===== src/logic/run_ctl_pkg.sv =====
package run_ctl_pkg;

  // register byte offsets
  localparam logic [7:0] OFS_SCREEN_VISIBLE = 8'h00;
  localparam logic [7:0] OFS_MENU_VIEW      = 8'h04;
  localparam logic [7:0] OFS_SCREEN_SOURCE  = 8'h08;
  localparam logic [7:0] OFS_DIGIT_SEP      = 8'h0C;
  localparam logic [7:0] OFS_NUM_FORMAT     = 8'h10;
  localparam logic [7:0] OFS_PRINT_EACH     = 8'h14;
  localparam logic [7:0] OFS_STOP_ON_FAIL   = 8'h18;
  localparam logic [7:0] OFS_RUN_REPEAT     = 8'h1C;
  localparam logic [7:0] OFS_COMMAND        = 8'h20;
  localparam logic [7:0] OFS_LIMIT_CLR_RUN  = 8'h24;
  localparam logic [7:0] OFS_AUTO_THRESHOLD = 8'h28;
  localparam logic [7:0] OFS_TRIGGER_MACRO  = 8'h2C;
  localparam logic [7:0] OFS_STATUS         = 8'h30;
  localparam logic [7:0] OFS_ERROR          = 8'h34;

  // command register bit positions
  localparam int CMD_SINGLE_SHOT = 0;
  localparam int CMD_ABORT       = 1;
  localparam int CMD_RESET       = 2;

  // values after reset command
  localparam logic RST_SCREEN_VISIBLE = 1'b1;
  localparam logic RST_MENU_VIEW      = 1'b0;
  localparam logic RST_SOURCE         = 1'b0;
  localparam logic RST_FORMAT         = 1'b0;
  localparam logic RST_PRINT_EACH     = 1'b0;
  localparam logic RST_STOP_ON_FAIL   = 1'b0;
  localparam logic RST_RUN_REPEAT     = 1'b0;
  // value at power-up
  localparam logic PWR_RUN_REPEAT     = 1'b1;

  // error codes
  localparam logic [15:0] ERR_NONE          = 16'h0000;
  localparam logic [15:0] ERR_INIT_IGNORED  = 16'hFF2B; // -213
  localparam logic [15:0] ERR_TRIGGER       = 16'hFF2E; // -210
  localparam logic [15:0] ERR_ILLEGAL_PARAM = 16'hFF20; // -224

  // not-a-number answer 9.91E37 as a 64-bit float
  localparam logic [63:0] NAN_BITS = $realtobits(9.91e37);

  // trigger macro actions
  typedef enum logic [1:0] {MACRO_NONE, MACRO_SINGLE, MACRO_ABORT} macro_t;

  // run states
  typedef enum logic [1:0] {ST_IDLE, ST_SINGLE, ST_CONT} run_st_t;

  // register port request
  typedef struct packed {
    logic [7:0]  addr;
    logic [31:0] wdata;
    logic        wr;
    logic        rd;
  } reg_req_t;

  // query request to the response formatter, data query or other
  typedef struct packed {
    logic        valid;
    logic        is_data_query;
    logic        has_data;
    logic [63:0] value;
  } resp_req_t;

  // formatted response word
  typedef struct packed {
    logic        valid;
    logic        binary;
    logic [63:0] word;
  } resp_out_t;

endpackage


===== src/logic/run_ctl.sv =====
`timescale 1ns/1ns

// Notes on behaviour
// - screen visibility flag, query 0/1, reset on
// - menu view only accepts off
// - screen source primary or statistics path
// - digit separator non-volatile, reset-proof
// - text format default, NaN when empty
// - binary format 64-bit float, NaN empty
// - format applies to data queries only
// - display settings never touch response data
// - group trigger runs stored trigger macro
// - print each result, stats, fail marks
// - limit fail clears run repeat if enabled
// - only single shot starts while run repeat off
// - run repeat on starts, chains measurements
// - run repeat on resets statistics
// - optional limit clear on run repeat
// - auto threshold on run and each cycle
// - continuous running uses count of one
// - pending flag from first start to end
// - abort keeps run repeat, restarts if on
// - errors while single measurement busy
// - power-up on, reset command off
module run_ctl (
  // clock and reset
  input  wire logic                   core_clk,
  input  wire logic                   rst_n,
  // register port
  input  wire run_ctl_pkg::reg_req_t  reg_req,
  output logic [31:0]                 reg_rdata,
  // measurement engine
  output logic                        meas_start,
  output logic                        meas_abort,
  input  wire logic                   meas_done,
  input  wire logic                   limit_fail,
  input  wire logic                   limit_test_on,
  input  wire logic                   stats_on,
  output logic                        stats_reset,
  output logic                        limit_clear,
  output logic                        auto_trigger,
  output logic                        force_count_one,
  output logic                        pending_op,
  // instrument bus events and front-panel menu key
  input  wire logic                   group_trigger,
  input  wire logic                   listen_addressed,
  input  wire logic                   menu_key,
  // display
  output logic                        screen_visible,
  output logic                        menu_view,
  output logic                        screen_source,
  output logic                        digit_sep,
  // non-volatile store
  input  wire logic                   nv_sep_in,
  output logic                        nv_sep_out,
  // printer
  output logic                        print_result,
  output logic                        print_stats,
  output logic                        print_fail_mark,
  // response formatter
  input  wire run_ctl_pkg::resp_req_t resp_req,
  output run_ctl_pkg::resp_out_t      resp_out,
  // error queue
  output logic                        err_pulse,
  output logic [15:0]                 err_code
);

  // all state of the block
  typedef struct packed {
    run_ctl_pkg::run_st_t run_st;    // measurement run state
    logic                 run_rep;   // run_repeat
    logic                 pending;   // pending-operation flag
    logic                 visible;   // screen visible
    logic                 menu;      // menu view active
    logic                 src;       // 0 primary, 1 statistics
    logic                 sep;       // 0 period, 1 european
    logic                 nv_ok;     // separator loaded from store
    logic                 fmt;       // 0 text, 1 binary
    logic                 prn;       // print each result
    logic                 stop_fail; // stop on limit fail
    logic                 lim_clr;   // limit clear on run
    logic                 auto_thr;  // auto threshold
    run_ctl_pkg::macro_t  macro;     // trigger macro action
    logic                 err;       // error pulse
    logic [15:0]          err_code;  // last error code
    logic                 start;     // start pulse
    logic                 abort;     // abort pulse
    logic                 st_rst;    // statistics reset pulse
    logic                 lclr;      // limit clear pulse
    logic                 atrig;     // auto trigger pulse
    logic [31:0]          rdata;     // read data
    run_ctl_pkg::resp_out_t resp;    // response word
  } state_t;

  state_t s_q;
  state_t s_d;

  // boolean argument check
  function automatic logic is_bool(input logic [31:0] v);
    is_bool = (v[31:1] == 31'h0000_0000);
  endfunction

  // address match for a write
  function automatic logic wr_hit(input run_ctl_pkg::reg_req_t r, input logic [7:0] ofs);
    wr_hit = r.wr && (r.addr == ofs);
  endfunction

  logic do_single; // single-shot request this cycle
  logic do_abort;  // abort request this cycle
  logic do_rst;    // reset command this cycle
  logic get_hit;   // group trigger while listening

  // command decode
  always_comb begin
    get_hit   = group_trigger && listen_addressed;
    do_single = (wr_hit(reg_req, run_ctl_pkg::OFS_COMMAND) && reg_req.wdata[run_ctl_pkg::CMD_SINGLE_SHOT])
              || (get_hit && s_q.macro == run_ctl_pkg::MACRO_SINGLE);
    do_abort  = (wr_hit(reg_req, run_ctl_pkg::OFS_COMMAND) && reg_req.wdata[run_ctl_pkg::CMD_ABORT])
              || (get_hit && s_q.macro == run_ctl_pkg::MACRO_ABORT);
    do_rst    = wr_hit(reg_req, run_ctl_pkg::OFS_COMMAND) && reg_req.wdata[run_ctl_pkg::CMD_RESET];
  end

  // next state
  always_comb begin
    s_d        = s_q;
    s_d.err    = 1'b0;
    s_d.start  = 1'b0;
    s_d.abort  = 1'b0;
    s_d.st_rst = 1'b0;
    s_d.lclr   = 1'b0;
    s_d.atrig  = 1'b0;
    s_d.rdata  = 32'h0000_0000;
    s_d.resp.valid = 1'b0;

    // separator loaded once after power-up
    if (!s_q.nv_ok) begin
      s_d.sep   = nv_sep_in;
      s_d.nv_ok = 1'b1;
    end

    // front-panel menu key
    if (menu_key) begin
      s_d.menu = 1'b1;
    end

    // boolean setting writes
    if (reg_req.wr && !is_bool(reg_req.wdata) && reg_req.addr != run_ctl_pkg::OFS_COMMAND
        && reg_req.addr != run_ctl_pkg::OFS_TRIGGER_MACRO) begin
      s_d.err      = 1'b1;
      s_d.err_code = run_ctl_pkg::ERR_ILLEGAL_PARAM;
    end else if (reg_req.wr) begin
      case (reg_req.addr)
        run_ctl_pkg::OFS_SCREEN_VISIBLE: s_d.visible = reg_req.wdata[0];
        run_ctl_pkg::OFS_MENU_VIEW: begin
          if (reg_req.wdata[0]) begin
            s_d.err      = 1'b1;
            s_d.err_code = run_ctl_pkg::ERR_ILLEGAL_PARAM;
          end else begin
            s_d.menu = menu_key; // a key press in the same cycle wins
          end
        end
        run_ctl_pkg::OFS_SCREEN_SOURCE: s_d.src       = reg_req.wdata[0];
        run_ctl_pkg::OFS_DIGIT_SEP:     s_d.sep       = reg_req.wdata[0];
        run_ctl_pkg::OFS_NUM_FORMAT:    s_d.fmt       = reg_req.wdata[0];
        run_ctl_pkg::OFS_PRINT_EACH:    s_d.prn       = reg_req.wdata[0];
        run_ctl_pkg::OFS_STOP_ON_FAIL:  s_d.stop_fail = reg_req.wdata[0];
        run_ctl_pkg::OFS_LIMIT_CLR_RUN: s_d.lim_clr   = reg_req.wdata[0];
        run_ctl_pkg::OFS_AUTO_THRESHOLD: s_d.auto_thr = reg_req.wdata[0];
        run_ctl_pkg::OFS_TRIGGER_MACRO: begin
          if (reg_req.wdata[31:2] == 30'h0000_0000 && reg_req.wdata[1:0] != 2'b11) begin
            s_d.macro = run_ctl_pkg::macro_t'(reg_req.wdata[1:0]);
          end else begin
            s_d.err      = 1'b1;
            s_d.err_code = run_ctl_pkg::ERR_ILLEGAL_PARAM;
          end
        end
        run_ctl_pkg::OFS_RUN_REPEAT: begin
          if (s_q.run_st == run_ctl_pkg::ST_SINGLE) begin
            // busy with a single measurement
            s_d.err      = 1'b1;
            s_d.err_code = reg_req.wdata[0] ? run_ctl_pkg::ERR_INIT_IGNORED : run_ctl_pkg::ERR_TRIGGER;
          end else if (reg_req.wdata[0]) begin
            s_d.run_rep = 1'b1;
            s_d.st_rst  = 1'b1;
            s_d.lclr    = s_q.lim_clr;
            s_d.atrig   = s_q.auto_thr;
          end else begin
            s_d.run_rep = 1'b0;
          end
        end
        default: begin
          // command and unmapped writes handled elsewhere or ignored
        end
      endcase
    end

    // measurement run sequencing
    case (s_q.run_st)
      run_ctl_pkg::ST_IDLE: begin
        if (s_d.run_rep && !do_rst) begin
          s_d.run_st  = run_ctl_pkg::ST_CONT;
          s_d.start   = 1'b1;
          s_d.pending = 1'b1;
        end else if (do_single && !do_rst) begin
          s_d.run_st  = run_ctl_pkg::ST_SINGLE;
          s_d.start   = 1'b1;
          s_d.pending = 1'b1;
          s_d.lclr    = s_q.lim_clr;
          s_d.atrig   = s_q.auto_thr;
        end
      end
      run_ctl_pkg::ST_SINGLE: begin
        if (do_single) begin
          s_d.err      = 1'b1;
          s_d.err_code = run_ctl_pkg::ERR_INIT_IGNORED;
        end
        if (do_abort || do_rst) begin
          s_d.abort   = 1'b1;
          s_d.run_st  = run_ctl_pkg::ST_IDLE;
          s_d.pending = 1'b0;
        end else if (meas_done) begin
          s_d.run_st  = run_ctl_pkg::ST_IDLE;
          s_d.pending = 1'b0;
        end
      end
      run_ctl_pkg::ST_CONT: begin
        if (do_single) begin
          s_d.err      = 1'b1;
          s_d.err_code = run_ctl_pkg::ERR_INIT_IGNORED;
        end
        // stop on limit failure
        if (limit_fail && limit_test_on && s_q.stop_fail) begin
          s_d.run_rep = 1'b0;
        end
        if (do_abort || do_rst) begin
          // abort keeps run_repeat; idle restarts next cycle
          s_d.abort   = 1'b1;
          s_d.run_st  = run_ctl_pkg::ST_IDLE;
          s_d.pending = 1'b0;
        end else if (meas_done) begin
          if (s_d.run_rep) begin
            s_d.start = 1'b1;
            s_d.atrig = s_q.auto_thr;
          end else begin
            s_d.run_st  = run_ctl_pkg::ST_IDLE;
            s_d.pending = 1'b0;
          end
        end
      end
      default: begin
        s_d.run_st = run_ctl_pkg::ST_IDLE;
      end
    endcase

    // reset command restores defaults; separator, limit clear, auto threshold and macro untouched
    if (do_rst) begin
      s_d.run_rep   = run_ctl_pkg::RST_RUN_REPEAT;
      s_d.visible   = run_ctl_pkg::RST_SCREEN_VISIBLE;
      s_d.menu      = run_ctl_pkg::RST_MENU_VIEW;
      s_d.src       = run_ctl_pkg::RST_SOURCE;
      s_d.fmt       = run_ctl_pkg::RST_FORMAT;
      s_d.prn       = run_ctl_pkg::RST_PRINT_EACH;
      s_d.stop_fail = run_ctl_pkg::RST_STOP_ON_FAIL;
      s_d.start     = 1'b0;
      s_d.st_rst    = 1'b0;
      s_d.lclr      = 1'b0;
      s_d.atrig     = 1'b0;
    end

    // register read, data one cycle later
    if (reg_req.rd) begin
      case (reg_req.addr)
        run_ctl_pkg::OFS_SCREEN_VISIBLE: s_d.rdata = {31'h0000_0000, s_q.visible};
        run_ctl_pkg::OFS_MENU_VIEW:      s_d.rdata = {31'h0000_0000, s_q.menu};
        run_ctl_pkg::OFS_SCREEN_SOURCE:  s_d.rdata = {31'h0000_0000, s_q.src};
        run_ctl_pkg::OFS_DIGIT_SEP:      s_d.rdata = {31'h0000_0000, s_q.sep};
        run_ctl_pkg::OFS_NUM_FORMAT:     s_d.rdata = {31'h0000_0000, s_q.fmt};
        run_ctl_pkg::OFS_PRINT_EACH:     s_d.rdata = {31'h0000_0000, s_q.prn};
        run_ctl_pkg::OFS_STOP_ON_FAIL:   s_d.rdata = {31'h0000_0000, s_q.stop_fail};
        run_ctl_pkg::OFS_RUN_REPEAT:     s_d.rdata = {31'h0000_0000, s_q.run_rep};
        run_ctl_pkg::OFS_LIMIT_CLR_RUN:  s_d.rdata = {31'h0000_0000, s_q.lim_clr};
        run_ctl_pkg::OFS_AUTO_THRESHOLD: s_d.rdata = {31'h0000_0000, s_q.auto_thr};
        run_ctl_pkg::OFS_TRIGGER_MACRO:  s_d.rdata = {30'h0000_0000, s_q.macro};
        run_ctl_pkg::OFS_STATUS:         s_d.rdata = {28'h000_0000, s_q.run_st, s_q.pending, s_q.run_rep};
        run_ctl_pkg::OFS_ERROR:          s_d.rdata = {16'h0000, s_q.err_code};
        default:                         s_d.rdata = 32'h0000_0000; // unmapped
      endcase
    end

    // response formatting, independent of display settings
    if (resp_req.valid) begin
      s_d.resp.valid  = 1'b1;
      s_d.resp.binary = s_q.fmt && resp_req.is_data_query;
      if (resp_req.is_data_query && !resp_req.has_data) begin
        s_d.resp.word = run_ctl_pkg::NAN_BITS;
      end else begin
        s_d.resp.word = resp_req.value;
      end
    end
  end

  // state register; power-up leaves run_repeat on
  always_ff @(posedge core_clk or negedge rst_n) begin
    if (!rst_n) begin
      s_q           <= '0;
      s_q.run_st    <= run_ctl_pkg::ST_IDLE;
      s_q.run_rep   <= run_ctl_pkg::PWR_RUN_REPEAT;
      s_q.visible   <= run_ctl_pkg::RST_SCREEN_VISIBLE;
      s_q.macro     <= run_ctl_pkg::MACRO_SINGLE;
      s_q.err_code  <= run_ctl_pkg::ERR_NONE;
    end else begin
      s_q <= s_d;
    end
  end

  // outputs
  assign reg_rdata       = s_q.rdata;
  assign meas_start      = s_q.start;
  assign meas_abort      = s_q.abort;
  assign stats_reset     = s_q.st_rst;
  assign limit_clear     = s_q.lclr;
  assign auto_trigger    = s_q.atrig;
  assign force_count_one = (s_q.run_st == run_ctl_pkg::ST_CONT);
  assign pending_op      = s_q.pending;
  assign screen_visible  = s_q.visible;
  assign menu_view       = s_q.menu;
  assign screen_source   = s_q.src;
  assign digit_sep       = s_q.sep;
  assign nv_sep_out      = s_q.sep;
  assign print_result    = s_q.prn;
  assign print_stats     = s_q.prn && stats_on;
  assign print_fail_mark = s_q.prn && limit_test_on;
  assign resp_out        = s_q.resp;
  assign err_pulse       = s_q.err;
  assign err_code        = s_q.err_code;

  // checks
  a_run_on_start: assert property (@(posedge core_clk) disable iff (!rst_n)
    (s_q.run_st == run_ctl_pkg::ST_IDLE && !s_q.run_rep && reg_req.wr
     && reg_req.addr == run_ctl_pkg::OFS_RUN_REPEAT && reg_req.wdata == 32'h0000_0001)
    |=> meas_start) else $error("run repeat on did not start");

  a_stats_reset: assert property (@(posedge core_clk) disable iff (!rst_n)
    (s_q.run_st != run_ctl_pkg::ST_SINGLE && reg_req.wr && reg_req.addr == run_ctl_pkg::OFS_RUN_REPEAT
     && reg_req.wdata == 32'h0000_0001) |=> stats_reset) else $error("no statistics reset");

  a_idle_no_start: assert property (@(posedge core_clk) disable iff (!rst_n)
    (s_q.run_st == run_ctl_pkg::ST_IDLE && !s_q.run_rep && !do_single && !reg_req.wr)
    |=> !meas_start) else $error("start while run repeat off");

  a_single_busy_err: assert property (@(posedge core_clk) disable iff (!rst_n)
    (s_q.run_st == run_ctl_pkg::ST_SINGLE && reg_req.wr && reg_req.addr == run_ctl_pkg::OFS_RUN_REPEAT
     && reg_req.wdata == 32'h0000_0001) |=> err_pulse && err_code == 16'hFF2B && !s_q.run_rep)
    else $error("missing init ignored error");

  a_abort_keep: assert property (@(posedge core_clk) disable iff (!rst_n)
    (s_q.run_st == run_ctl_pkg::ST_CONT && do_abort && !do_rst && !limit_fail
     && !(reg_req.wr && reg_req.addr != run_ctl_pkg::OFS_COMMAND))
    |=> meas_abort && !pending_op && $stable(s_q.run_rep) ##1 (meas_start == s_q.run_rep))
    else $error("abort handling wrong");

  a_limit_stop: assert property (@(posedge core_clk) disable iff (!rst_n)
    (s_q.run_st == run_ctl_pkg::ST_CONT && limit_fail && limit_test_on && s_q.stop_fail)
    |=> !s_q.run_rep) else $error("limit fail did not stop");

  a_bad_bool: assert property (@(posedge core_clk) disable iff (!rst_n)
    (reg_req.wr && reg_req.addr == run_ctl_pkg::OFS_SCREEN_VISIBLE && !is_bool(reg_req.wdata) && !do_rst)
    |=> err_pulse && $stable(screen_visible)) else $error("bad boolean accepted");

  a_pend_end: assert property (@(posedge core_clk) disable iff (!rst_n)
    (s_q.run_st == run_ctl_pkg::ST_CONT && meas_done && !s_d.run_rep && !do_abort && !do_rst)
    |=> !pending_op) else $error("pending flag stuck");

  a_nan_resp: assert property (@(posedge core_clk) disable iff (!rst_n)
    (resp_req.valid && resp_req.is_data_query && !resp_req.has_data)
    |=> resp_out.valid && resp_out.word == run_ctl_pkg::NAN_BITS && resp_out.binary == $past(s_q.fmt))
    else $error("no-data answer not NaN");

  c_cont_chain: cover property (@(posedge core_clk) disable iff (!rst_n)
    s_q.run_st == run_ctl_pkg::ST_CONT && meas_done ##1 meas_start);
  c_single_done: cover property (@(posedge core_clk) disable iff (!rst_n)
    s_q.run_st == run_ctl_pkg::ST_SINGLE ##[1:20] meas_done);
  c_get_fire: cover property (@(posedge core_clk) disable iff (!rst_n) get_hit);

endmodule // run_ctl


===== config.mk =====
export PLATFORM = sky130hd
export DESIGN_NAME = run_ctl
export DESIGN_NICKNAME = d
export VERILOG_FILES = /design/src/logic/run_ctl_pkg.sv /design/src/logic/run_ctl.sv
export SDC_FILE = /design/constraint.sdc
export NUM_CORES = 1
export LEC_CHECK = 0
export BUFFER_PORTS_ARGS = -buffer_cell sky130_fd_sc_hd__buf_2
export CORE_ASPECT_RATIO = 0.75
export CORE_MARGIN = 2
export CORE_UTILIZATION = 48
export DETAILED_ROUTE_END_ITERATION = 6
export PLACE_DENSITY = 0.78
export SYNTH_ARGS = -nofsm -noshare
export SYNTH_HDL_FRONTEND = slang
export SYNTH_SLANG_ARGS = --single-unit

===== constraint.sdc =====
create_clock -name core_clk -period 2.5 [get_ports core_clk]
set_clock_uncertainty 0.15 [all_clocks]
set_input_delay 0.75 -clock core_clk [delete_from_list [all_inputs] [get_ports core_clk]]
set_output_delay 0.75 -clock core_clk [all_outputs]
set_load 0.05 [all_outputs]

# After elaboration in Yosys (flattened, before gate mapping)
# Cells that the tools add are included.
# classes
eq_ne	25
muxes	79
bitwise_logic	1
n_reduce_logical	47
# op_table
cell	n
16-bit one-hot mux with 13 select lines	1
17-bit two-way mux	6
66-bit two-way mux	1
64-bit two-way mux	1
17-bit one-hot mux with 3 select lines	1
8-bit by 6-bit equality test with 1-bit output, second input constant	6
1-bit two-way mux	39
8-bit by 5-bit equality test with 1-bit output, second input constant	4
31-bit zero test	1
30-bit zero test	1
3-bit two-way mux	9
2-bit two-way mux	12
24-bit two-way mux	1
3-bit AND reduction	7
1-bit logical AND	19
8-bit by 4-bit equality test with 1-bit output, second input constant	2
16-bit two-way mux	1
8-bit by 6-bit inequality test with 1-bit output, second input constant	2
2-bit nonzero test	6
8-bit by 3-bit equality test with 1-bit output, second input constant	1
8-bit zero test	1
4-bit two-way mux	2
4-bit AND reduction	2
7-bit two-way mux	1
other kinds (15)	25
# totals
ff_bits	136
inputBits	119
word_cells	177

# Logic depth before layout (Yosys ltp)
# Gate-level depths: netlist of the first run.
# depth
ltp_word	13
depth_mapped	9
ltp_nobuf	8

# Worst setup path before layout of the first run
# No wires, ideal clock.
# synth_timing
kind	input to register
startpoint	input port reg_req[26] (netlist bit)
endpoint	register s_q[134] (netlist bit)
arrival_ns	2.471
required_time_ns	2.229
slack_ns	-0.242
stages	9
n_path_buf	1
path_cell_list	nor4_1 > nand4_1 > o311ai_4 > and3_1 > buf_6 > o211ai_1 > a21oi_2 > o21ai_0 > a22o_1
# synth_via
elab_chain_len	10
elab_cells_between_ends	14
cone_classes	eq/ne (2); mux (5); reduce/logical (7)
# synth_lines
item	line	source
from (decl)	run_ctl.sv:30	input wire run_ctl_pkg::reg_req_t reg_req,
31-bit zero test *	run_ctl.sv:100	is_bool = (v[31:1] == 31'h0000_0000);
1-bit zero test *	run_ctl.sv:147	if (reg_req.wr && !is_bool(reg_req.wdata) && reg_req.addr != run_ctl_pkg::OFS_COMMAND
1-bit logical AND * (2 in series)	run_ctl.sv:147	
1-bit logical AND *	run_ctl.sv:148	&& reg_req.addr != run_ctl_pkg::OFS_TRIGGER_MACRO) begin
1-bit two-way mux *	run_ctl.sv:147	
1-bit two-way mux	run_ctl.sv:232	if (limit_fail && limit_test_on && s_q.stop_fail) begin
1-bit two-way mux	run_ctl.sv:198	case (s_q.run_st)
3-bit inequality test (no source line)	-	
4-bit AND reduction (no source line)	-	
to (decl)	run_ctl.sv:95	state_t s_q;
# Mark *: on every way between the ends. The rest lies on a longest branch, timed or not. The select of a mux whose other input is x is not followed.
# A chain may end at the register's enable or synchronous reset.

# Final worst setup path of the first run
# layout_timing
startpoint	input port reg_req[14] (netlist bit)
endpoint	register s_q, in the netlist pending_op
# layout_via
elab_chain_len	10
elab_cells_between_ends	14
cone_classes	eq/ne (2); mux (5); reduce/logical (7)
# layout_lines
item	line
31-bit zero test *	run_ctl.sv:100
1-bit zero test *	run_ctl.sv:147
1-bit logical AND * (2 in series)	run_ctl.sv:147
1-bit logical AND *	run_ctl.sv:148
1-bit two-way mux *	run_ctl.sv:147
1-bit two-way mux	run_ctl.sv:232
1-bit two-way mux	run_ctl.sv:198
3-bit inequality test (no source line)	-
5-bit AND reduction (no source line)	-
# Marked as above.

==> results of run 1 <==
## what timing repair did
action	4_1_cts	5_1_grt
cloned	0	1
setup buffers	0	2
pin swaps	0	14
resized for setup	2	21
setup endpoints to repair	8	20
## cells in the mapped netlist (all sizes together) (3+ instances only)
cell type / count
inv: 42
a22oi: 4
ha: 3
o21ai: 48
buf: 119
clkbuf: 20
o22a: 33
dfstp: 3
nor2: 22
or3: 10
o211ai: 3
nor4b: 3
mux2i: 5
nor4: 10
a21oi: 8
dfrtp: 117
nand3: 15
and3: 15
nand2: 45
a22o: 4
and2: 12
nand4: 5
## power by group
part	switching [W]	internal [W]
Clock	0.000948	0.00149
Combinational	0.000862	0.000344
Sequential	0.0000765	0.00207
## layer usage
metal	part of all wire (%)	vias up	global-route usage, %
li1	-	2208	-
met1	41	2225	26.84
met2	51	235	38.18
met3	7.4	19	6.313
met4	1.2	0	6.948
met5	0	-	0
## worst max-delay path, stage by stage
cell and delay, ns:
buf_6 0.10, nor4_4 0.25, nand4_1 0.21, o311ai_4 0.40
and3_4 0.28, buf_4 0.11, nor3_1 0.05, or4_4 0.48
nand3_2 0.07
## worst paths after layout
| check | from | end | slack [ns] | cells past startpoint |
|---|---|---|---|---|
| worst max-delay path | reg_req[14] | pending_op$_DFFE_PN0P_ | -0.02 | 9 |
| worst min-delay path | rst_n | s_q[127]$_DFF_PN0_ | 0.23 | 2 |
| worst max register to register | s_q[135]$_DFFE_PN0P_ | pending_op$_DFFE_PN0P_ | 0.47 | 8 |
| worst min register to register | err_code[15]$_DFF_PN0_ | err_code[15]$_DFF_PN0_ | 0.34 | 1 |
| max in group asynchronous | rst_n | err_code[9]$_DFF_PN0_ | 1.43 | 2 |
| min in group core_clk | err_code[15]$_DFF_PN0_ | err_code[15]$_DFF_PN0_ | 0.34 | 1 |
## sequential cells by signal (all words and copies together) (netlist names), 10 cells and up
signal,cells
err_code,16
reg_rdata,16
resp_out,66
s_q,10
## cell families (layout without fill, tap and decap cells)
family / count (synthesis) / count (layout) / synth area share, %
buffers and inverters: 181 / 354 / 18.93
muxes: 7 / 7 / 1.225
and+or+nand+nor: 150 / 151 / 14.32
adders and majority gates: 3 / 3 / 0.6338
AOI/OAI and AO/OA: 118 / 118 / 14.01
other: 2 / 17 / 0.1268
DFF: 120 / 120 / 50.76
## stage by stage
stage / cells / setup WS [ns] / hold slack (ns) / utilization (%)
final: 936 / -0.01723 / 0.2310 / 62.01
after global routing: 936 / -0.1029 / 0.3038 / 62.01
after CTS: 933 / 0.001386 / 0.3110 / 60.98
after detailed placement: 901 / -0.4584 / 0.3265 / 56.12
after global placement: 901 / -0.3928 / 0.3253 / 56.12
after floorplan: 596 / -0.2206 / 0.3044 / -
## cell type report
| type | count | area [um^2] | share of cell area [%] |
|---|---|---|---|
| Tap cell | 166 | 207.7 | 2.751 |
| Clock inverter | 15 | 162.7 | 2.154 |
| Sequential cell | 120 | 3007 | 39.82 |
| Inverter | 42 | 157.7 | 2.088 |
| Multi-Input combinational cell | 296 | 1994 | 26.42 |
| Clock buffer | 17 | 425.4 | 5.635 |
| Timing Repair Buffer | 280 | 1595 | 21.13 |
==> flow_metrics.tcl, run 1 <==
set metrics [dict create \
    synth.distinct_cells 57 \
    final_common_cell "buf_2" \
    place_congestion 0.9111 \
    relSlewSlack_pct 56.57 \
    drt_wl_total_um 14690 \
    synth_edf_count 0 \
    numCtsBuffers 17 \
    die-area_um2 13250 \
    crit_path_end_kind "flip-flop" \
    drv_cap 0 \
    tightestPinTransition_ns 0.6514 \
    cts.clk_slew.worst_paths_ns 0.06 \
    synthToLayoutAreaGrowth_pct 27.46 \
    critPathLaunchType "input pin" \
    antenna_cells 0 \
    power_w 0.005783 \
    powerDensity_nw_per_um2 766.0 \
    fp.dieH_um 100.2 \
    p_leak_nw 3.775 \
    grt_pass1_wl_um 23140 \
    synthCells 581 \
    wl_per_cell_um 15.69 \
    num-fill-cells 964 \
    placed_area_um2 6832 \
    post-route-period-util_pct 100.7 \
    final_area_um2 7550 \
    cts_max_level 4 \
    drc 0 \
    syn-cell-area_um2 5923 \
    dp_hpwl_um 10650 \
    hp-class "input pin to async pin" \
    grt_overflow 0 \
    synth_area_leader_cell "dfrtp_1" \
    cts_tree "built" \
    finalHoldViolCount 0 \
    clock_latency_ns 0.41 \
    ant_nets 0 \
    io-pin-count 249 \
    die_w_um 132.3 \
    grt_max_degree 121 \
    drive_gt1_share_pct 45.58 \
    yosysSeqAreaShare_pct 50.76 \
    slew_viol_final 0 \
    viasPerCell 5.007 \
    clock_path_buffers 2 \
    setup_viol 1 \
    tns_ns -0.01723 \
    rsz0062_at_grt "yes" \
    syn_avg_cell_area_um2 10.19 \
    grt_antenna_before_repair 0 \
    drt-initial-drc-count 272 \
    grt_pass1_vias 4714 \
    yosys_warnings 0 \
    synth_seq_cells 120 \
    required_ns 2.69 \
    row_count 35 \
    port_buffers 232 \
    cts_root_buffer "clkbuf_16" \
    ir_drop_mv 0.4409 \
    firstDrtPassIters 7 \
    ys.flop_type "dfrtp_1" \
    synthTopCellsByArea "dfrtp_1 49%, buf_4 15%, o22a_1 4.9%" \
    fin_nets 879 \
    arrival_ns 2.71 \
    post-route-min-period_ns 2.517 \
    synthArstFlopShare_pct 100.0 \
    grt_usage_pct 21.99 \
    yosysTopAreaCellShare_pct 49.43 \
    clock_sinks 120 \
    crit_path_max_fanout 4 \
    start_util_pct 48.65 \
    fmax_mhz 397.3 \
    fin_ws_ns -0.01723 \
    critPathKind "input pin to flip-flop" \
    cts_hold_buf 0 \
    num_vias 4687 \
    violations "setup timing" \
    status "complete, but fails checks" \
    fp.coreArea_um2 12170 \
    final_cell_mix "225 x buf_2, 117 x dfrtp_1, 46 x buf_4, 45 x nand2_1, 43 x o21ai_0" \
]
Power figures use the tool's default switching activity.
==> inputs of run 2 (changes only) <==
--- a/config.mk
+++ b/config.mk
@@ -5,12 +5,13 @@
 export SDC_FILE = /design/constraint.sdc
 export NUM_CORES = 1
 export LEC_CHECK = 0
+export ABC_AREA = 1
 export BUFFER_PORTS_ARGS = -buffer_cell sky130_fd_sc_hd__buf_2
 export CORE_ASPECT_RATIO = 0.75
 export CORE_MARGIN = 2
-export CORE_UTILIZATION = 48
+export CORE_UTILIZATION = 29
 export DETAILED_ROUTE_END_ITERATION = 6
-export PLACE_DENSITY = 0.78
+export PLACE_DENSITY = 0.5
 export SYNTH_ARGS = -nofsm -noshare
 export SYNTH_HDL_FRONTEND = slang
 export SYNTH_SLANG_ARGS = --single-unit
==> run 2 against run 1 <==
Net effect:
- the flow now finishes without violations
- synthesized cell count rose by 30%
- register-to-register slack worse by 0.19 ns
- synthesized area increased by 6.6%
- worst setup slack improved by 0.12 ns
- non-clock buffer count is 16 lower
- count of clock-buffer cells in the layout up 1
- critical endpoint is now force_count_one
- largest cell class unchanged
- largest power group unchanged
==> flow_metrics.tcl, run 2 <==
set metrics [dict create \
    status "finished, final reports clean" \
    drv_cap 0 \
    fp.coreArea_um2 21240 \
    clock_sinks 120 \
    cts_max_level 4 \
    routed.top_layer "met4" \
    critPathSlowestCell "dfrtp_1" \
    crit_path_end_kind "output pin" \
    cp_cell_sequence "inv_1 > ha_1 > buf_2" \
    tightestPinTransition_ns 0.5581 \
    grt_overflow 0 \
    grt_antenna_before_repair 0 \
    fp.dieH_um 131.8 \
    final_cell_mix "230 x buf_2, 130 x inv_1, 117 x dfrtp_1, 81 x nand2_1, 73 x nor2_1" \
    wl_met3_um 1347 \
    num_vias 5142 \
    grt_pass1_wl_um 27660 \
    grt_max_degree 80 \
    crit_path_max_fanout 4 \
    relSlewSlack_pct 62.79 \
    wl_met1_um 8115 \
    fin_ws_ns 0.1008 \
    timing.hold.ws_ns 0.1703 \
    post-route-min-period_ns 2.399 \
    clock_latency_ns 0.41 \
    tns_ns 0 \
    syn-cell-area_um2 6315 \
    numCtsBuffers 17 \
    critPathLaunchType "flip-flop" \
    yosysTopAreaCellShare_pct 46.36 \
    place_ws_ns -0.04978 \
    port_buffers 232 \
    die_w_um 174.4 \
    postCtsResizedCells 0 \
    cts_hold_buf 0 \
    firstDrtPassIters 5 \
    ir_drop_mv 0.4381 \
    yosys_warnings 0 \
    synth_edf_count 0 \
    syn_avg_cell_area_um2 8.331 \
    synth_area_leader_cell "dfrtp_1" \
    synthArstFlopShare_pct 100.0 \
    synthCells 758 \
    drive_gt1_share_pct 34.66 \
    post-route-period-util_pct 95.97 \
    start_util_pct 29.73 \
    hp-class "input pin to async pin" \
    drc 0 \
    powerDensity_nw_per_um2 752.3 \
    grt_usage_pct 15.17 \
    p_leak_nw 4.180 \
    wl_per_cell_um 13.82 \
    synth_commonest_cells "130 x inv_1, 117 x dfrtp_1, 115 x buf_4" \
    drt-initial-drc-count 258 \
    wl_met2_um 7227 \
    largest_reg_flops 66 \
    slew_viol_final 0 \
    cts_root_buffer "clkbuf_16" \
    row_count 46 \
    rsz0062_at_grt "no" \
    viasPerCell 4.225 \
    finalHoldViolCount 0 \
    post_cts_buffers 0 \
    fmax_mhz 416.8 \
    die-area_um2 22980 \
    critPathKind "flip-flop to output pin" \
    required_ns 1.60 \
    place_congestion 0.8261 \
    synthToLayoutAreaGrowth_pct 24.73 \
    setup_viol 0 \
    num-fill-cells 2231 \
    synthTopCellsByArea "dfrtp_1 46%, buf_4 14%, inv_1 7.7%" \
    yosysSeqAreaShare_pct 47.61 \
    ant_nets 0 \
    clock_path_buffers 2 \
    cts_tree "built" \
    grt_pass1_vias 5265 \
    ys.flop_type "dfrtp_1" \
    dp_hpwl_um 12530 \
    cts.clk_slew.worst_paths_ns 0.06 \
    synth.distinct_cells 41 \
    drt_wl_total_um 16820 \
    fin_nets 1039 \
    critPathMaxStageDelay_ns 0.41 \
    synth_seq_cells 120 \
    synth.most_common_cell "inv_1" \
    io-pin-count 249 \
    arrival_ns 1.50 \
    final_common_cell "buf_2" \
    antenna_cells 0 \
]
## run 2: cell count changes in the layout (fill, tap and decap cells not counted), moves of 21 or more
cell	before	now
a31oi_1	2	33
nand3_1	14	50
nand2_1	45	81
buf_4	46	25
nor2_1	20	73
inv_1	42	130
o22a_1	33	0
## run 2: final timing paths
| check | start | to | slack [ns] | cells after the start |
|---|---|---|---|---|
| worst max-delay path | s_q[134]$_DFFE_PN0P_ | force_count_one | 0.10 | 3 |
| worst min-delay path | rst_n | resp_out[12]$_DFFE_PN0P_ | 0.17 | 1 |
| worst max register to register | s_q[135]$_DFFE_PN0P_ | pending_op$_DFFE_PN0P_ | 0.28 | 17 |
| worst min register to register | err_code[9]$_DFF_PN0_ | err_code[9]$_DFF_PN0_ | 0.32 | 2 |
| max in group asynchronous | rst_n | resp_out[49]$_DFFE_PN0P_ | 1.45 | 2 |
| min in group core_clk | err_code[9]$_DFF_PN0_ | err_code[9]$_DFF_PN0_ | 0.32 | 2 |
## run 2: per-stage QoR
step | area [um^2] | std cells | power [W] | util, %
6_report | 7876 | 1217 | 0.005926 | 37.09
3_3_place_gp | 7288 | 1186 | 0.003526 | 34.32
3_5_place_dp | 7288 | 1186 | 0.003529 | 34.32
2_1_floorplan | 6371 | 773 | 0.003265 | -
5_1_grt | 7876 | 1217 | 0.006229 | 37.09
4_1_cts | 7876 | 1217 | 0.006016 | 37.09
## run 2: power breakdown
group | switching, W | internal, W | total [W]
Combinational | 0.000961 | 0.000344 | 0.00131
Sequential | 0.0000922 | 0.00209 | 0.00218
Clock | 0.000942 | 0.00150 | 0.00244
## run 2: per-layer routing
metal	GRT usage [%]	up-vias
met4	4.528	0
met5	0	-
met3	4.787	11
li1	-	2591
met2	22.93	208
met1	20.79	2332
## run 2: kinds of logic after synthesis
| group | after synthesis | share of synthesized area [%] |
|---|---|---|
| compound gates | 107 | 10.22 |
| simple gates | 247 | 17.63 |
| buf+inv | 277 | 23.48 |
| mux | 2 | 0.3368 |
| other cells | 2 | 0.1189 |
| flops | 120 | 47.61 |
| fa+ha+maj | 3 | 0.5945 |
## run 2: worst max-delay path, delay by kind of cell, from the launching register on
family     cells  cell delay, ns
buf+inv        2            0.40
fa+ha+maj      1            0.28
flops          1            0.41
## run 2: final cells by class
cell class	instances	area, um^2	area share [%]
flip-flops and latches	120	3007	38.17
multi-input cells	376	1884	23.92
repair buffers	264	1519	19.29
inverters	138	518.0	6.577
clock buffers	18	439.2	5.576
well taps	288	360.3	4.575
clock inverters	13	148.9	1.890
==> inputs of run 3 (changes only) <==
--- a/config.mk
+++ b/config.mk
@@ -12,6 +12,7 @@
 export CORE_UTILIZATION = 29
 export DETAILED_ROUTE_END_ITERATION = 6
 export PLACE_DENSITY = 0.5
+export REMOVE_ABC_BUFFERS = 1
 export SYNTH_ARGS = -nofsm -noshare
 export SYNTH_HDL_FRONTEND = slang
 export SYNTH_SLANG_ARGS = --single-unit
==> run 3 against run 2 <==
Net effect:
- count of clock-buffer cells in the layout unchanged
- die area unchanged
- power decreased by 1.2%
- clock power decreased by 2%
- non-clock buffer count decreased by 9
- fmax increased by 0.86%
- sequential share of layout area increased by 0.62 points
- highest routed layer unchanged
- register-to-register slack improved by 0.08 ns
- worst hold slack got worse by 0.10 ns
- combinational power about the same
- largest cell class unchanged
- design area decreased by 1.6%
- final cell count decreased by 0.66%
==> flow_metrics.tcl, run 3 (synthesis gave the netlist of run 2 again) <==
set metrics [dict create \
    status "finished, final reports clean" \
    critPathLaunchType "flip-flop" \
    fp.coreArea_um2 21240 \
    grt_pass1_vias 4959 \
    grt.met3_usage_pct 5.623 \
    crit_start "s_q[134]$_DFFE_PN0P_" \
    dp_hpwl_um 12020 \
    ant_nets 0 \
    firstDrtPassIters 5 \
    grt_use_met2_pct 19.22 \
    critPathTopFamily "flip-flops" \
    clock_sinks 120 \
    antenna_cells 0 \
    top_usage_layer "met1" \
    arrival_ns 1.48 \
    cts_root_buffer "clkbuf_16" \
    crit_path_max_fanout 4 \
    start_util_pct 29.73 \
    fp.dieH_um 131.8 \
    required_ns 1.60 \
    drc 0 \
    wl_per_cell_um 13.30 \
    post-route-min-period_ns 2.379 \
    cts_tree "built" \
    fmax_mhz 420.4 \
    rsz0062_at_grt "no" \
    largest_reg_flops 66 \
    grt_overflow 0 \
    met1_usage_pct 21.30 \
    cts_max_level 4 \
    final_common_cell "buf_2" \
    port_buffers 232 \
    critPathMaxStageDelay_ns 0.43 \
    cts_hold_buf 0 \
    io-pin-count 249 \
    grt_max_degree 132 \
    powerDensity_nw_per_um2 755.6 \
    ir_drop_mv 0.3970 \
    slew_viol_final 0 \
    die-area_um2 22980 \
    postCtsResizedCells 0 \
    relSlewSlack_pct 65.28 \
    cp_cell_sequence "inv_1 > ha_1 > buf_2" \
    post_cts_buffers 0 \
    num_vias 5101 \
    drt-initial-drc-count 319 \
    drive_gt1_share_pct 33.98 \
    die_w_um 174.4 \
    critPathSlowestCell "dfrtp_1" \
    grt_pass1_wl_um 26370 \
    drv_cap 0 \
    place_congestion 0.8488 \
    row_count 46 \
    finalHoldViolCount 0 \
    p_leak_nw 4.111 \
    place_ws_ns 0.01388 \
    tightestPinTransition_ns 0.5207 \
    clock_latency_ns 0.41 \
    num-fill-cells 2240 \
    crit_path_end_kind "output pin" \
    critPathKind "flip-flop to output pin" \
    hp-class "input pin to async pin" \
    final_cell_mix "230 x buf_2, 130 x inv_1, 117 x dfrtp_1, 81 x nand2_1, 73 x nor2_1" \
    synthToLayoutAreaGrowth_pct 22.73 \
    viasPerCell 4.219 \
    cp_num_buf_inv 2 \
    r2r-start "s_q[135]$_DFFE_PN0P_" \
    drt_wl_total_um 16080 \
    clock_path_buffers 2 \
    post-route-period-util_pct 95.15 \
    fin_ws_ns 0.1213 \
    grt_usage_pct 14.33 \
    grt_antenna_before_repair 0 \
    setup_viol 0 \
    numCtsBuffers 17 \
    tns_ns 0 \
    cts.clk_slew.worst_paths_ns 0.06 \
    fin_nets 1030 \
]
==> run 3: changes by cell type in the layout (fill, tap and decap cells not counted) <==
cell      change
clkbuf_1      +1
inv_6         +1
clkinv_2      +2
clkbuf_8      -1
buf_12        -4
clkinv_4      -2
buf_4         -5
==> run 3: cell type report <==
class	count	area, um^2	area share (%)
repair buffers	255	1401	18.08
inverters	138	518.0	6.684
multi-input cells	376	1884	24.31
well taps	288	360.3	4.650
flip-flops and latches	120	3007	38.80
clock inverters	14	150.1	1.937
clock buffers	18	429.2	5.538
==> run 3: per-layer routing <==
layer  vias up  routed length, um  part of all wire (%)
met5         -                  0                     0
met4         0                 85                  0.53
met3         6               1407                   8.8
met2       194               6390                    40
met1      2324               8197                    51
li1       2577                  -                     -
==> run 3: worst paths after layout <==
kind,slack (ns),to,depth (start not counted)
setup / recovery,0.12,force_count_one,3
hold / removal,0.07,reg_rdata[13]$_DFF_PN0_,1
setup reg to reg,0.36,s_q[135]$_DFFE_PN0P_,16
hold reg to reg,0.34,err_code[10]$_DFF_PN0_,2
max in group asynchronous,1.49,s_q[133]$_DFF_PN1_,2
min in group core_clk,0.34,err_code[10]$_DFF_PN0_,2
==> run 3: power by group <==
part / internal [W] / switching, W / leakage [nW]
clock network: 0.00147 / 0.000922 / 0.277
logic: 0.000331 / 0.000951 / 2.39
registers: 0.00209 / 0.0000913 / 1.44
total: 0.00389 / 0.00196 / 4.11
==> run 3: through the flow <==
step	hold WS [ns]	instance area [um^2]	instances	total power (W)	utilization (%)
floorplan	0.3044	5406	634	0.003062	-
global placement	0.3120	7171	1177	0.003505	33.76
finish	0.06579	7750	1209	0.005856	36.49
detailed placement	0.3157	7171	1177	0.003504	33.76
global route	0.06688	7750	1209	0.006162	36.49
CTS	0.05698	7750	1209	0.005963	36.49
==> run 3: worst register-to-register path, stage by stage (launching register included) <==
cell     delay, ns
dfrtp_1       0.42
inv_1         0.08
ha_1          0.27
inv_1         0.15
nand2_1       0.06
nand2_1       0.09
nand3_1       0.11
nand2_1       0.09
nand2_1       0.05
nand2_1       0.07
nand2_2       0.07
nand3_2       0.08
nand2_1       0.07
nand2_2       0.07
nand2_1       0.08
nand2_1       0.06
o21ai_1       0.06
